--- src/verilog/icr_pkg.sv ---
// Constants, types and layouts for the channel configuration register bank.
// Assumes a decoded host access port and a task-file side that accepts
// per-lane byte writes; all logic runs on the host bus clock.
//
// Contract
// - Decode windows of 8, 4, 8, 4, 16 bytes in I/O and 256 bytes in memory.
// - Decode a 512 KB expansion ROM window once based and enabled.
// - Command bits 2..0 enable I/O response, memory response, bus mastering.
// - Clock select at bits 21..20 of system config, at 0x88 and window 0x48.
// - FIFO read threshold bits 5..0, write threshold bits 13..8.
// - Bits 23..22 of system config block channel interrupts from host.
// - Write to word 1 top byte issues a command; read returns status.
// - Word 1 lanes carry device/head, cylinder high, cylinder low.
// - Word 0 lanes carry start sector, sector count, features.
// - Word 2 bits 23..16 go to the device control register.
// - Channel timing bit 0 reports the cable detect indication.
// - Channel timing bits 31..16 time non-data task-file accesses, shared.
// - Channel timing bit 9 enables IORDY monitoring on task-file accesses.
// - Pio_data_timing low half for device 0, high half device 1; slow reset.
// - Multiword DMA timing low half device 0, high half device 1.
// - Ultra DMA timing low half device 0, high half device 1.
// - Transfer mode fields at bits 1..0 and 5..4, four encodings.
// - Nonzero transfer mode enables IORDY monitoring on PIO data accesses.
package icr_pkg;

    typedef enum logic [1:0] {ICR_SP_IDLE, ICR_SP_CFG, ICR_SP_IO,
                              ICR_SP_MEM} icr_space_e;

    // Order gives codes 00, 01, 10, 11
    typedef enum logic [1:0] {ICR_PIO_PLAIN, ICR_PIO_IORDY, ICR_MDMA,
                              ICR_UDMA} icr_xmode_e;

    typedef struct packed {
        logic        valid;
        icr_space_e  space;
        logic        write;
        logic [31:0] addr;
        logic [3:0]  be;
        logic [31:0] wdata;
    } icr_req_s;

    typedef struct packed {
        logic [3:0]  lanes;
        logic [1:0]  word;
        logic [31:0] data;
    } icr_ata_s;

    // Configuration space offsets
    localparam logic [7:0] ICR_CFG_CMD  = 8'h04;
    localparam logic [7:0] ICR_CFG_BAR0 = 8'h10;
    localparam logic [7:0] ICR_CFG_ROM  = 8'h30;
    localparam logic [7:0] ICR_CFG_SYS  = 8'h88;

    // Memory window offsets
    localparam logic [7:0] ICR_MEM_SYS   = 8'h48;
    localparam logic [7:0] ICR_MEM_TF0   = 8'h80;
    localparam logic [7:0] ICR_MEM_TF1   = 8'h84;
    localparam logic [7:0] ICR_MEM_TF2   = 8'h88;
    localparam logic [7:0] ICR_MEM_TIM   = 8'hA0;
    localparam logic [7:0] ICR_MEM_PIO   = 8'hA4;
    localparam logic [7:0] ICR_MEM_MDMA  = 8'hA8;
    localparam logic [7:0] ICR_MEM_UDMA  = 8'hAC;
    localparam logic [7:0] ICR_MEM_FIFO  = 8'hB0;
    localparam logic [7:0] ICR_MEM_XMODE = 8'hB4;

    // Window sizes as address masks
    localparam int         ICR_NBAR = 6;
    localparam logic [31:0] ICR_BAR_MASK [ICR_NBAR] = '{
        32'hFFFFFFF8, 32'hFFFFFFFC, 32'hFFFFFFF8,
        32'hFFFFFFFC, 32'hFFFFFFF0, 32'hFFFFFF00};
    localparam logic [ICR_NBAR-1:0] ICR_BAR_IO = 6'h1F;
    localparam logic [31:0] ICR_ROM_MASK = 32'hFFF80000;
    localparam int          ICR_ROM_EN   = 0;

    // Field positions
    localparam int ICR_CMD_IO   = 0;
    localparam int ICR_CMD_MEM  = 1;
    localparam int ICR_CMD_MST  = 2;
    localparam int ICR_SYS_CLK  = 20;
    localparam int ICR_SYS_BLK  = 22;
    localparam int ICR_TIM_IORDY = 9;
    localparam int ICR_STAT_LANE = 3;

    // Writable bits
    localparam logic [31:0] ICR_CMD_WMASK   = 32'h00000007;
    localparam logic [31:0] ICR_SYS_WMASK   = 32'h00F00000;
    localparam logic [31:0] ICR_FIFO_WMASK  = 32'h00003F3F;
    localparam logic [31:0] ICR_TIM_WMASK   = 32'hFFFF0200;
    localparam logic [31:0] ICR_XMODE_WMASK = 32'h00000033;
    localparam logic [31:0] ICR_ALL_WMASK   = 32'hFFFFFFFF;

    // Values after reset
    localparam logic [31:0] ICR_SYS_RST   = 32'h00000000;
    localparam logic [31:0] ICR_FIFO_RST  = 32'h00000000;
    localparam logic [31:0] ICR_TIM_RST   = 32'hFFFF0000;
    localparam logic [31:0] ICR_PIO_RST   = 32'hFFFFFFFF;
    localparam logic [31:0] ICR_MDMA_RST  = 32'hFFFFFFFF;
    localparam logic [31:0] ICR_UDMA_RST  = 32'hFFFFFFFF;
    localparam logic [31:0] ICR_XMODE_RST = 32'h00000000;

endpackage

--- src/verilog/icr_regs.sv ---
// Channel configuration and task-file register bank.
// Assumes req_i is already decoded from the host bus and stable one cycle;
// the task-file side consumes byte-lane writes and supplies device status.
`timescale 1ns/10ps
module icr_regs (
    input  wire logic              clk_sys_i,
    input  wire logic              rstn_i,
    input  wire icr_pkg::icr_req_s req_i,
    input  wire logic [7:0]        ata_status_i,
    input  wire logic [1:0]        ata_intrq_i,
    input  wire logic              cable80_i,
    output logic                   ack_o,
    output logic                   hit_o,
    output logic [31:0]            rdata_o,
    output icr_pkg::icr_ata_s      ata_o,
    output logic                   ata_cmd_o,
    output logic                   ata_stat_rd_o,
    output logic                   pci_int_o,
    output logic                   io_en_o,
    output logic                   mem_en_o,
    output logic                   master_en_o,
    output logic [1:0]             clk_sel_o,
    output logic [5:0]             rd_thr_o,
    output logic [5:0]             wr_thr_o,
    output logic [15:0]            tf_timing_o,
    output logic                   tf_iordy_o,
    output logic [31:0]            pio_tim_o,
    output logic [31:0]            mdma_tim_o,
    output logic [31:0]            udma_tim_o,
    output icr_pkg::icr_xmode_e    dev0_mode_o,
    output icr_pkg::icr_xmode_e    dev1_mode_o,
    output logic [1:0]             pio_iordy_o
);

    //--------------------------------------------------------------
    // Storage
    //--------------------------------------------------------------
    logic [2:0]  cmd_r;
    logic [31:0] bar_r [icr_pkg::ICR_NBAR];
    logic [31:0] rom_r;
    logic [31:0] sys_r;
    logic [31:0] fifo_r;
    logic [31:0] tf0_r;
    logic [31:0] tf1_r;
    logic [31:0] tf2_r;
    logic [31:0] tim_r;
    logic [31:0] xmode_r;

    function automatic logic [31:0] merge(input logic [31:0] old,
                                          input logic [31:0] wd,
                                          input logic [31:0] msk,
                                          input logic [3:0]  be);
        logic [31:0] bm;
        bm = {{8{be[3]}}, {8{be[2]}}, {8{be[1]}}, {8{be[0]}}} & msk;
        return (old & ~bm) | (wd & bm);
    endfunction

    //--------------------------------------------------------------
    // Address decode
    //--------------------------------------------------------------
    wire [7:0]  off    = req_i.addr[7:0];
    wire        acc_cfg = req_i.valid && req_i.space == icr_pkg::ICR_SP_CFG;
    wire        acc_io  = req_i.valid && req_i.space == icr_pkg::ICR_SP_IO
                          && cmd_r[icr_pkg::ICR_CMD_IO];
    wire        acc_mem = req_i.valid && req_i.space == icr_pkg::ICR_SP_MEM
                          && cmd_r[icr_pkg::ICR_CMD_MEM];
    wire [icr_pkg::ICR_NBAR-1:0] bar_hit;
    wire [icr_pkg::ICR_NBAR-1:0] s_bar;

    genvar gi;
    generate
        for (gi = 0; gi < icr_pkg::ICR_NBAR; gi++) begin : g_bar
            localparam logic [31:0] MSK = icr_pkg::ICR_BAR_MASK[gi];
            localparam logic [7:0]  OFS =
                8'(icr_pkg::ICR_CFG_BAR0 + 4 * gi);
            wire sp_ok = icr_pkg::ICR_BAR_IO[gi] ? acc_io : acc_mem;
            // Window size set by the low bits kept at zero
            assign bar_hit[gi] = sp_ok
                && (req_i.addr & MSK) == bar_r[gi];
            assign s_bar[gi] = acc_cfg && off == OFS;
            always_ff @(posedge clk_sys_i) begin
                if (!rstn_i) begin
                    bar_r[gi] <= 32'h00000000;
                end else if (s_bar[gi] && req_i.write) begin
                    bar_r[gi] <= merge(bar_r[gi], req_i.wdata, MSK,
                                       req_i.be);
                end
            end
        end
    endgenerate

    wire rom_hit = acc_mem && rom_r[icr_pkg::ICR_ROM_EN]
        && (req_i.addr & icr_pkg::ICR_ROM_MASK)
           == (rom_r & icr_pkg::ICR_ROM_MASK);
    wire mem5   = bar_hit[5];
    wire s_cmd  = acc_cfg && off == icr_pkg::ICR_CFG_CMD;
    wire s_rom  = acc_cfg && off == icr_pkg::ICR_CFG_ROM;
    wire s_sys  = (acc_cfg && off == icr_pkg::ICR_CFG_SYS)
               || (mem5 && off == icr_pkg::ICR_MEM_SYS);
    wire s_fifo = mem5 && off == icr_pkg::ICR_MEM_FIFO;
    wire s_tf0  = (bar_hit[0] && !req_i.addr[2])
               || (mem5 && off == icr_pkg::ICR_MEM_TF0);
    wire s_tf1  = (bar_hit[0] && req_i.addr[2])
               || (mem5 && off == icr_pkg::ICR_MEM_TF1);
    wire s_tf2  = bar_hit[1] || (mem5 && off == icr_pkg::ICR_MEM_TF2);
    wire s_tim  = mem5 && off == icr_pkg::ICR_MEM_TIM;
    wire s_pio  = mem5 && off == icr_pkg::ICR_MEM_PIO;
    wire s_mdma = mem5 && off == icr_pkg::ICR_MEM_MDMA;
    wire s_udma = mem5 && off == icr_pkg::ICR_MEM_UDMA;
    wire s_xm   = mem5 && off == icr_pkg::ICR_MEM_XMODE;
    wire any_hit = acc_cfg || (|bar_hit) || rom_hit;
    wire wr_go  = req_i.write;
    wire rd_go  = !req_i.write;
    wire tf_wr  = wr_go && (s_tf0 || s_tf1 || s_tf2);
    wire cmd_wr = wr_go && s_tf1 && req_i.be[icr_pkg::ICR_STAT_LANE];
    wire st_rd  = rd_go && s_tf1 && req_i.be[icr_pkg::ICR_STAT_LANE];
    wire [1:0] tf_word = s_tf1 ? 2'h1 : (s_tf2 ? 2'h2 : 2'h0);

    //--------------------------------------------------------------
    // Read selection
    //--------------------------------------------------------------
    wire [31:0] bar_rd = ({32{s_bar[0]}} & (bar_r[0] | 32'h1))
                       | ({32{s_bar[1]}} & (bar_r[1] | 32'h1))
                       | ({32{s_bar[2]}} & (bar_r[2] | 32'h1))
                       | ({32{s_bar[3]}} & (bar_r[3] | 32'h1))
                       | ({32{s_bar[4]}} & (bar_r[4] | 32'h1))
                       | ({32{s_bar[5]}} & bar_r[5]);
    // Status byte comes live from the device, busy flag included
    wire [31:0] tf1_rd = {ata_status_i, tf1_r[23:0]};
    wire [31:0] tim_rd = {tim_r[31:1], cable80_i};
    wire [31:0] rd_word = bar_rd
        | ({32{s_cmd}}  & {29'h0, cmd_r})
        | ({32{s_rom}}  & rom_r)
        | ({32{s_sys}}  & sys_r)
        | ({32{s_fifo}} & fifo_r)
        | ({32{s_tf0}}  & tf0_r)
        | ({32{s_tf1}}  & tf1_rd)
        | ({32{s_tf2}}  & tf2_r)
        | ({32{s_tim}}  & tim_rd)
        | ({32{s_pio}}  & pio_tim_o)
        | ({32{s_mdma}} & mdma_tim_o)
        | ({32{s_udma}} & udma_tim_o)
        | ({32{s_xm}}   & xmode_r);

    //--------------------------------------------------------------
    // Configuration registers
    //--------------------------------------------------------------
    always_ff @(posedge clk_sys_i) begin
        if (!rstn_i) begin
            cmd_r <= 3'h0;
            rom_r <= 32'h00000000;
            sys_r <= icr_pkg::ICR_SYS_RST;
        end else begin
            if (s_cmd && wr_go)
                cmd_r <= req_i.be[0] ? req_i.wdata[2:0] : cmd_r;
            if (s_rom && wr_go)
                rom_r <= merge(rom_r, req_i.wdata,
                               icr_pkg::ICR_ROM_MASK | 32'h1,
                               req_i.be);
            if (s_sys && wr_go)
                sys_r <= merge(sys_r, req_i.wdata,
                               icr_pkg::ICR_SYS_WMASK, req_i.be);
        end
    end

    //--------------------------------------------------------------
    // Channel registers
    //--------------------------------------------------------------
    always_ff @(posedge clk_sys_i) begin
        if (!rstn_i) begin
            fifo_r  <= icr_pkg::ICR_FIFO_RST;
            tim_r   <= icr_pkg::ICR_TIM_RST;
            xmode_r <= icr_pkg::ICR_XMODE_RST;
            pio_tim_o  <= icr_pkg::ICR_PIO_RST;
            mdma_tim_o <= icr_pkg::ICR_MDMA_RST;
            udma_tim_o <= icr_pkg::ICR_UDMA_RST;
        end else if (wr_go) begin
            if (s_fifo)
                fifo_r <= merge(fifo_r, req_i.wdata,
                                icr_pkg::ICR_FIFO_WMASK, req_i.be);
            if (s_tim)
                tim_r <= merge(tim_r, req_i.wdata,
                               icr_pkg::ICR_TIM_WMASK, req_i.be);
            if (s_xm)
                xmode_r <= merge(xmode_r, req_i.wdata,
                                 icr_pkg::ICR_XMODE_WMASK,
                                 req_i.be);
            if (s_pio)
                pio_tim_o <= merge(pio_tim_o, req_i.wdata,
                                   icr_pkg::ICR_ALL_WMASK,
                                   req_i.be);
            if (s_mdma)
                mdma_tim_o <= merge(mdma_tim_o, req_i.wdata,
                                    icr_pkg::ICR_ALL_WMASK,
                                    req_i.be);
            if (s_udma)
                udma_tim_o <= merge(udma_tim_o, req_i.wdata,
                                    icr_pkg::ICR_ALL_WMASK,
                                    req_i.be);
        end
    end

    //--------------------------------------------------------------
    // Task-file shadows and forwarding
    //--------------------------------------------------------------
    always_ff @(posedge clk_sys_i) begin
        if (!rstn_i) begin
            tf0_r <= 32'h00000000;
            tf1_r <= 32'h00000000;
            tf2_r <= 32'h00000000;
        end else if (wr_go) begin
            if (s_tf0)
                tf0_r <= merge(tf0_r, req_i.wdata,
                               icr_pkg::ICR_ALL_WMASK, req_i.be);
            if (s_tf1)
                tf1_r <= merge(tf1_r, req_i.wdata,
                               icr_pkg::ICR_ALL_WMASK, req_i.be);
            if (s_tf2)
                tf2_r <= merge(tf2_r, req_i.wdata,
                               icr_pkg::ICR_ALL_WMASK, req_i.be);
        end
    end

    // Every written lane goes to its device register one cycle later, all lanes at once
    always_ff @(posedge clk_sys_i) begin
        if (!rstn_i) begin
            ata_o         <= '0;
            ata_cmd_o     <= 1'b0;
            ata_stat_rd_o <= 1'b0;
        end else begin
            ata_o.lanes   <= tf_wr ? req_i.be : 4'h0;
            ata_o.word    <= tf_word;
            ata_o.data    <= req_i.wdata;
            ata_cmd_o     <= cmd_wr;
            ata_stat_rd_o <= st_rd;
        end
    end

    //--------------------------------------------------------------
    // Host answer and outputs
    //--------------------------------------------------------------
    always_ff @(posedge clk_sys_i) begin
        if (!rstn_i) begin
            ack_o       <= 1'b0;
            hit_o       <= 1'b0;
            rdata_o     <= 32'h00000000;
            pci_int_o   <= 1'b0;
            pio_iordy_o <= 2'h0;
        end else begin
            ack_o       <= req_i.valid;
            hit_o       <= any_hit;
            rdata_o     <= rd_go ? rd_word : 32'h00000000;
            pci_int_o   <= |(ata_intrq_i
                             & ~sys_r[icr_pkg::ICR_SYS_BLK +: 2]);
            pio_iordy_o <= {|xmode_r[5:4], |xmode_r[1:0]};
        end
    end

    assign io_en_o     = cmd_r[icr_pkg::ICR_CMD_IO];
    assign mem_en_o    = cmd_r[icr_pkg::ICR_CMD_MEM];
    assign master_en_o = cmd_r[icr_pkg::ICR_CMD_MST];
    assign clk_sel_o   = sys_r[icr_pkg::ICR_SYS_CLK +: 2];
    assign rd_thr_o    = fifo_r[5:0];
    assign wr_thr_o    = fifo_r[13:8];
    assign tf_timing_o = tim_r[31:16];
    assign tf_iordy_o  = tim_r[icr_pkg::ICR_TIM_IORDY];
    assign dev0_mode_o = icr_pkg::icr_xmode_e'(xmode_r[1:0]);
    assign dev1_mode_o = icr_pkg::icr_xmode_e'(xmode_r[5:4]);
endmodule
--- config.mk ---
export PLATFORM = sky130hd
export DESIGN_NAME = icr_regs
export DESIGN_NICKNAME = d
export VERILOG_FILES = /design/src/verilog/icr_pkg.sv /design/src/verilog/icr_regs.sv
export SDC_FILE = /design/constraint.sdc
export NUM_CORES = 1
export LEC_CHECK = 0
export BUFFER_PORTS_ARGS = -buffer_cell sky130_fd_sc_hd__buf_2
export CAP_MARGIN = 20
export CORE_MARGIN = 2
export CORE_UTILIZATION = 28
export CTS_CLUSTER_SIZE = 16
export DETAILED_ROUTE_END_ITERATION = 10
export PLACE_DENSITY = 0.47
export SKIP_CTS_REPAIR_TIMING = 1
export SYNTH_ARGS = -nofsm -noshare
export SYNTH_HDL_FRONTEND = slang
export SYNTH_SLANG_ARGS = --single-unit
--- constraint.sdc ---
create_clock -name clk_sys_i -period 3.56 [get_ports clk_sys_i]
set_input_delay 0.178 -clock clk_sys_i [delete_from_list [all_inputs] [get_ports clk_sys_i]]
set_output_delay 0.178 -clock clk_sys_i [all_outputs]
set_load 0.005 [all_outputs]
# After elaboration in Yosys (flattened, before gate mapping)
# Memory sizes are Yosys's and may differ from the RTL's.
# Cells that the tools add are included.
# classes
n_eq_ne,28
n_mux,27
n_bitwise,98
n_reduce_logical,75
# ops
operator,count
$and 32x32->32,41
$or 32x32->32,34
$not 32->32,7
$eq 32x32->1,6
$mux 32,6
$eq 8x8->1 const B,9
$logic_and 1x1->1,48
$and 32x14->32,1
$and 32x24->32,1
$and 32x3->32,1
$and 32x6->32,1
$eq 8x5->1 const B,4
$not 14->32,1
$not 24->32,1
$not 6->32,1
$eq 8x6->1 const B,3
$reduce_and 2->1,11
$mux 1,20
$eq 13x13->1,1
$reduce_or 2->1,5
$eq 8x3->1 const B,1
$eq 8x7->1 const B,1
$logic_or 1x1->1,8
$or 1x1->1,6
other kinds (8),10
# totals
regBits,432
ram_bits,192
input_bits,85
out_inout_bits,211
mem_count,1
# mem_list
memory,words,width,rd,rd_ports_with_merged_regs,write_ports,line,rtl
bar_r,6,32,6,0,6,icr_regs.sv:39,logic [31:0] bar_r [icr_pkg::ICR_NBAR];

# Longest topological paths before layout
# Gate-level depths: netlist of the first run.
# logic_depth
depth_word,21
mapped_depth,11

# Least setup slack after synthesis of the first run
# No wires, ideal clock.
# synth_path
path_kind,input port to flip-flop
from,input port req_i[37] in the netlist's numbering
to,memory bar_r[1][10] (enable)
setup_time_ps,387
arrival_time_ps,2239
required_time_ps,3173
slack_ps,933
path_stages,6
n_path_buf,2
path_cell_list,buf_2 > or4b_1 > nor4_2 > buf_2 > nand2_1 > nand2_1
# synth_rtl
item,line,rtl
from (decl),icr_regs.sv:8,"input wire icr_pkg::icr_req_s req_i,"
to (decl),icr_regs.sv:39,

==> results of run 1 <==
==> routing by layer <==
layer  routed length [um]  vias up
li1                     -     9135
met1                44600    10229
met2                48700     1015
met3                 8330      212
met4                 4500       14
met5                   95        -
==> cell usage after synthesis, types with 7 or more instances <==
| cell type | n | area, um2 |
|---|---|---|
| a31oi_1 | 16 | 100 |
| buf_6 | 10 | 113 |
| a22o_1 | 16 | 140 |
| nor4_1 | 25 | 156 |
| and2_1 | 42 | 263 |
| a221oi_1 | 34 | 298 |
| edfxtp_1 | 170 | 5100 |
| nand2_1 | 400 | 1500 |
| a22oi_1 | 63 | 473 |
| xnor2_1 | 123 | 1080 |
| buf_4 | 16 | 120 |
| xor2_1 | 52 | 455 |
| mux4_2 | 12 | 270 |
| nor2_1 | 112 | 420 |
| a21bo_2 | 32 | 320 |
| nand4_1 | 51 | 319 |
| o22ai_1 | 9 | 56.3 |
| nand3_1 | 67 | 335 |
| nand3_4 | 9 | 158 |
| buf_2 | 68 | 340 |
| mux2i_1 | 229 | 2290 |
| xnor2_2 | 7 | 114 |
| clkbuf_1 | 110 | 413 |
| o21ai_0 | 37 | 185 |
| nor3_1 | 9 | 45.0 |
| a21oi_1 | 249 | 1250 |
| dfxtp_1 | 315 | 6310 |
==> power groups by stage <==
stage	registers, mW	logic, mW	clock network (mW)
after floorplan	5.99	0.569	0
after global placement	6.01	1.04	0
after detailed placement	6.02	1.04	0
after CTS	5.90	1.04	6.01
after global routing	5.91	1.12	6.24
final	5.90	1.08	5.90
==> layout make-up <==
type	instances	area, um2
Clock buffer	81	1630
Multi-Input combinational cell	1703	11400
Fill cell	8634	55100
Inverter	7	28.8
Timing Repair Buffer	424	2650
Antenna cell	2	5.00
Clock inverter	24	236
Sequential cell	485	11400
Tap cell	1134	1420
==> path summary, 6_finish.rpt <==
path,to,depth (start not counted)
worst max-delay path,flop,7
worst min-delay path,flop,3
worst max register to register,flop,7
worst min register to register,rdata_o[5],2
==> metrics by stage <==
step           power [mW]  std cells  worst slack, ns
6_report             12.9       3860            0.307
4_1_cts              12.9       3820            0.395
3_3_place_gp         7.05       3715            0.357
3_5_place_dp         7.05       3715            0.353
2_1_floorplan        6.56       2403            0.933
5_1_grt              13.3       3858            0.304
==> worst reg2reg max path: cells and delay by family (launching register included) <==
family	cells	cell delay [ns]
DFF	1	0.44
and+or+nand+nor	4	1.51
xor gates and xnor gates	1	0.58
AOI/OAI and AO/OA	1	0.32
muxes	1	0.26
==> kinds of logic (layout without fill, tap and decap cells) <==
logic type,Yosys count,count (layout),share of synthesized area
AND/OR/NAND/NOR,781,781,0.162
flip-flops,485,485,0.480
XOR/XNOR,183,183,0.0704
buffers and inverters,215,536,0.0439
other,0,2,0
AO/OA/AOI/OAI,493,493,0.134
multiplexers,246,246,0.110
==> flow_summary.yaml, run 1 <==
pwr:
  clock_power_share: 0.458
  power_leakage_nw: 10.9
  p_per_area_mw_per_mm2: 448
  pwr-share-comb: 0.084
  peakVddDrop_v: 0.000338
  power_frac_seq: 0.458
  swShare: 0.256
  p_int_mw: 9.59
  switchingPower_mw: 3.30
timing:
  period_share: 0.914
  totalNegativeSetupSlack_ns: 0
  maxClockFrequency_ghz: 0.307
  whs_ns: 0.0154
  report.final.slew_viol_count: 0
  hold_viol_final: 0
  rsz0062_at_grt: "false"
  post-route-min-period_ns: 3.25
  worst_slew_pin_slew_ns: 1.04
  timing.clock.skew_ns: 0.0183
  slew_headroom: 0.301
  final-setup-viol-count: 0
worst_setup_path:
  r2r_start: "bar_r[0][28]"
  timing.critical_path.arrival_ns: 3.72
  cp_slowest_cell: "nor4_1"
  regToRegSetupSlack_ns: 0.31
  worstPathMaxFanout: 8
  crit_path_end_kind: "flop"
  critical_path.startpoint_type: "flop"
  slowest_cell_delay_on_critical_path_ns: 0.59
  count_of_buffering_cells_on_the_critical_path_with_inverters_included: 0
  type_of_the_setup_path_with_the_least_slack: "reg -> reg"
  worst_path_dominant_cell_family: "simple AND/OR/NAND/NOR gates"
  critical_path.cell_chain: "xnor2_1 -> nand4_1 -> nor4_1 -> a32o_1 -> and2_1 -> mux2i_1 -> nor2_1"
  required_ns: 4.03
  cp-startpoint: "bar_r[0][28]"
clock_tree:
  clkSlewWorstSetupHoldPaths_ns: 0.06
  clock-sinks: 485
  cts_tree: "done"
  cts-root-buf: "clkbuf_16"
  clock_buffer_count_from_cts: 57
  clock_latency_ns: 0.62
  clock_h_tree_levels: 2
  clock_tree_buffer_depth: 3
finish:
  most_common_cell_after_layout_fill_and_taps_aside: "nand2_1"
  fraction_of_final_layout_cells_sized_beyond_drive_strength_1: 0.215
  layout_common_cells: "nand2_1, dfxtp_1, buf_2"
  area_growth_pct: 20.9
  net_count_of_the_finished_layout: 2763
  post-route-util: 0.343
  post-route-cell-area_mm2: 0.0288
global_route:
  grt_usage: 0.235
  grt_use_met1: 0.313
  grt_overflow: 0
  grt_pass1_vias: 19405
  busiest_layer: "met2"
  grt_pass1_wl_mm: 148
  grt_use_met2: 0.377
  grt_use_met3: 0.0433
  largest_net_degree_at_the_start_of_global_routing: 87
  antenna_found_initial: 11
route:
  detail_route.wl_per_cell_um: 27.5
  antenna_violating_nets_post_route: 0
  initialDrtViolationCount: 2277
  drc: 0
  post_drt_via_cell_ratio: 5.34
  detail_route.wirelength_mm: 106
  dr.pass1.iters: 6
  routed-via-count: 20605
worst_hold_path:
  worst_hold_path_type: "in -> reg"
  worstHoldStart: "req_i[12]"
floorplan:
  initial_core_util: 0.284
  placement_rows: 106
  die_y_um: 295
  die_x_um: 295
  pin_count: 296
  die_footprint_mm2: 0.0873
  core_mm2: 0.0838
synth:
  post_synth.cell_area_avg_um2: 9.89
  yosysWarnings: 0
  syn_nets: 2488
  share_of_synthesized_area_occupied_by_flip_flops_and_latches: 0.480
  synth_enable_flop_cells: 170
  flip_flop_and_latch_count_after_synthesis: 485
  syn_inst: 2403
  syn_area_mm2: 0.0238
  synth_ff_type: "dfxtp_1"
  synth_async_sr_flop_share: 0
  synth_cell_type_count: 79
outcome:
  status: "finished, final reports clean"
placed_design:
  instance_area_after_placement_mm2: 0.0265
  dp.final_hpwl_mm: 77.1
  globalplace.congestion: 0.943
  port-buffer-count: 295
run:
  max-cap-violations: 0
No activity file was read; power rests on OpenSTA's default activity.
==> run 2: changes to the inputs <==
--- a/config.mk
+++ b/config.mk
@@ -7,11 +7,13 @@
 export LEC_CHECK = 0
 export BUFFER_PORTS_ARGS = -buffer_cell sky130_fd_sc_hd__buf_2
 export CAP_MARGIN = 20
+export CORE_ASPECT_RATIO = 0.5
 export CORE_MARGIN = 2
 export CORE_UTILIZATION = 28
 export CTS_CLUSTER_SIZE = 16
 export DETAILED_ROUTE_END_ITERATION = 10
 export PLACE_DENSITY = 0.47
+export SETUP_SLACK_MARGIN = 0.5
 export SKIP_CTS_REPAIR_TIMING = 1
 export SYNTH_ARGS = -nofsm -noshare
 export SYNTH_HDL_FRONTEND = slang
==> flow_summary.yaml, run 2 (synthesized netlist as in run 1, its figures left out) <==
timing:
  report.final.slew_viol_count: 0
  post-route-min-period_ns: 3.09
  slew_headroom: 0.381
  worst_slew_pin_slew_ns: 0.922
  whs_ns: 0.00179
  rsz0062_at_grt: "true"
  timing.clock.skew_ns: 0.0299
  hold_viol_final: 0
  totalNegativeSetupSlack_ns: 0
  maxClockFrequency_ghz: 0.324
  period_share: 0.867
  final-setup-viol-count: 0
placed_design:
  globalplace.congestion: 0.964
  dp.final_hpwl_mm: 79.0
  dpl.cell_count: 3701
  instance_area_after_placement_mm2: 0.0265
  port-buffer-count: 295
global_route:
  largest_net_degree_at_the_start_of_global_routing: 75
  antenna_found_initial: 4
  grt_pass1_wl_mm: 151
  grt_pass1_vias: 19244
  grt_overflow: 0
  grt_usage: 0.240
finish:
  area_growth_pct: 20.1
  post_layout_nonfiller_instances: 3828
  post-route-cell-area_mm2: 0.0286
  net_count_of_the_finished_layout: 2758
  most_common_cell_after_layout_fill_and_taps_aside: "nand2_1"
  layout_common_cells: "nand2_1, dfxtp_1, buf_2"
  fraction_of_final_layout_cells_sized_beyond_drive_strength_1: 0.220
clock_tree:
  clock_buffer_count_from_cts: 51
  cts_tree: "done"
  clock-sinks: 485
  clock_tree_buffer_depth: 3
  cts-root-buf: "clkbuf_16"
  clkSlewWorstSetupHoldPaths_ns: 0.07
  clock_h_tree_levels: 2
  clock_latency_ns: 0.63
pwr:
  power_frac_seq: 0.474
  peakVddDrop_v: 0.000315
  p_int_mw: 9.15
  p_per_area_mw_per_mm2: 436
  power_leakage_nw: 10.9
  switchingPower_mw: 3.29
  pwr-share-comb: 0.088
  swShare: 0.265
  clock_power_share: 0.438
floorplan:
  initial_core_util: 0.283
  die_x_um: 416
  die_footprint_mm2: 0.0874
  pin_count: 296
  core_mm2: 0.0840
  die_y_um: 210
  placement_rows: 75
route:
  routed-via-count: 20741
  detail_route.wirelength_mm: 109
  drc: 0
  antenna_violating_nets_post_route: 0
  dr.pass1.iters: 5
  detail_route.wl_per_cell_um: 28.5
  post_drt_via_cell_ratio: 5.42
  initialDrtViolationCount: 2657
worst_setup_path:
  r2r_end: "rdata_o[21]"
  critical_path.startpoint_type: "flop"
  timing.critical_path.arrival_ns: 3.60
  worstPathMaxFanout: 18
  type_of_the_setup_path_with_the_least_slack: "reg -> reg"
  reg2regPathDepth: 8
  regToRegSetupSlack_ns: 0.47
  required_ns: 4.07
  crit_path_end_kind: "flop"
  r2r_start: "bar_r[0][8]"
worst_hold_path:
  worstHoldPathCells: 3
  worst_hold_path_type: "in -> reg"
  worstHoldStart: "req_i[25]"
outcome:
  status: "finished, final reports clean"
run:
  max-cap-violations: 0
## run 2: worst max-delay path by stage
stage                             from            to
after detailed placement  bar_r[5][11]    rdata_o[6]
after global placement    bar_r[5][11]    rdata_o[7]
after global routing      bar_r[5][12]    rdata_o[3]
after floorplan              req_i[37]  bar_r[1][10]
final                      bar_r[0][8]   rdata_o[21]
after CTS                 bar_r[5][11]    rdata_o[6]
## run 2: per-layer routing
layer | track usage | vias to the layer above | routed length [um]
met2 | 0.365 | 1023 | 48200
met4 | 0.0701 | 2 | 2910
met5 | 0 | - | 13
met1 | 0.349 | 10464 | 49300
met3 | 0.0370 | 138 | 8500
li1 | - | 9114 | -
## run 2: final cells by class
class | instances | area, um2
Clock inverter | 16 | 98.8
Clock buffer | 74 | 1560
Multi-Input combinational cell | 1703 | 11400
Timing Repair Buffer | 425 | 2620
Fill cell | 8630 | 55400
Inverter | 7 | 28.8
Sequential cell | 485 | 11400
Tap cell | 1116 | 1400
Antenna cell | 2 | 5.00
## run 2: worst max-delay path, cell delays in order, from the launching register on
cell	delay, ns
edfxtp_1	0.43
xnor2_1	0.61
nand4_1	0.18
nor4_1	0.33
nand2_1	0.37
o22ai_4	0.30
buf_4	0.30
a221oi_1	0.23
a21oi_1	0.23
## run 2: metrics by stage
step | power [mW] | util | setup slack (ns)
after floorplan | 6.56 | - | 0.933
after global placement | 7.06 | 0.315 | 0.157
after detailed placement | 7.06 | 0.315 | 0.162
after CTS | 12.5 | 0.335 | 0.134
after global routing | 12.8 | 0.340 | 0.499
final | 12.4 | 0.340 | 0.472
## run 2: power by group through the flow
stage	clock, mW	sequential [mW]	combinational, mW
global placement	0	6.01	1.05
floorplan	0	5.99	0.569
finish	5.45	5.90	1.10
global route	5.76	5.90	1.13
CTS	5.54	5.89	1.05
detailed placement	0	6.02	1.04
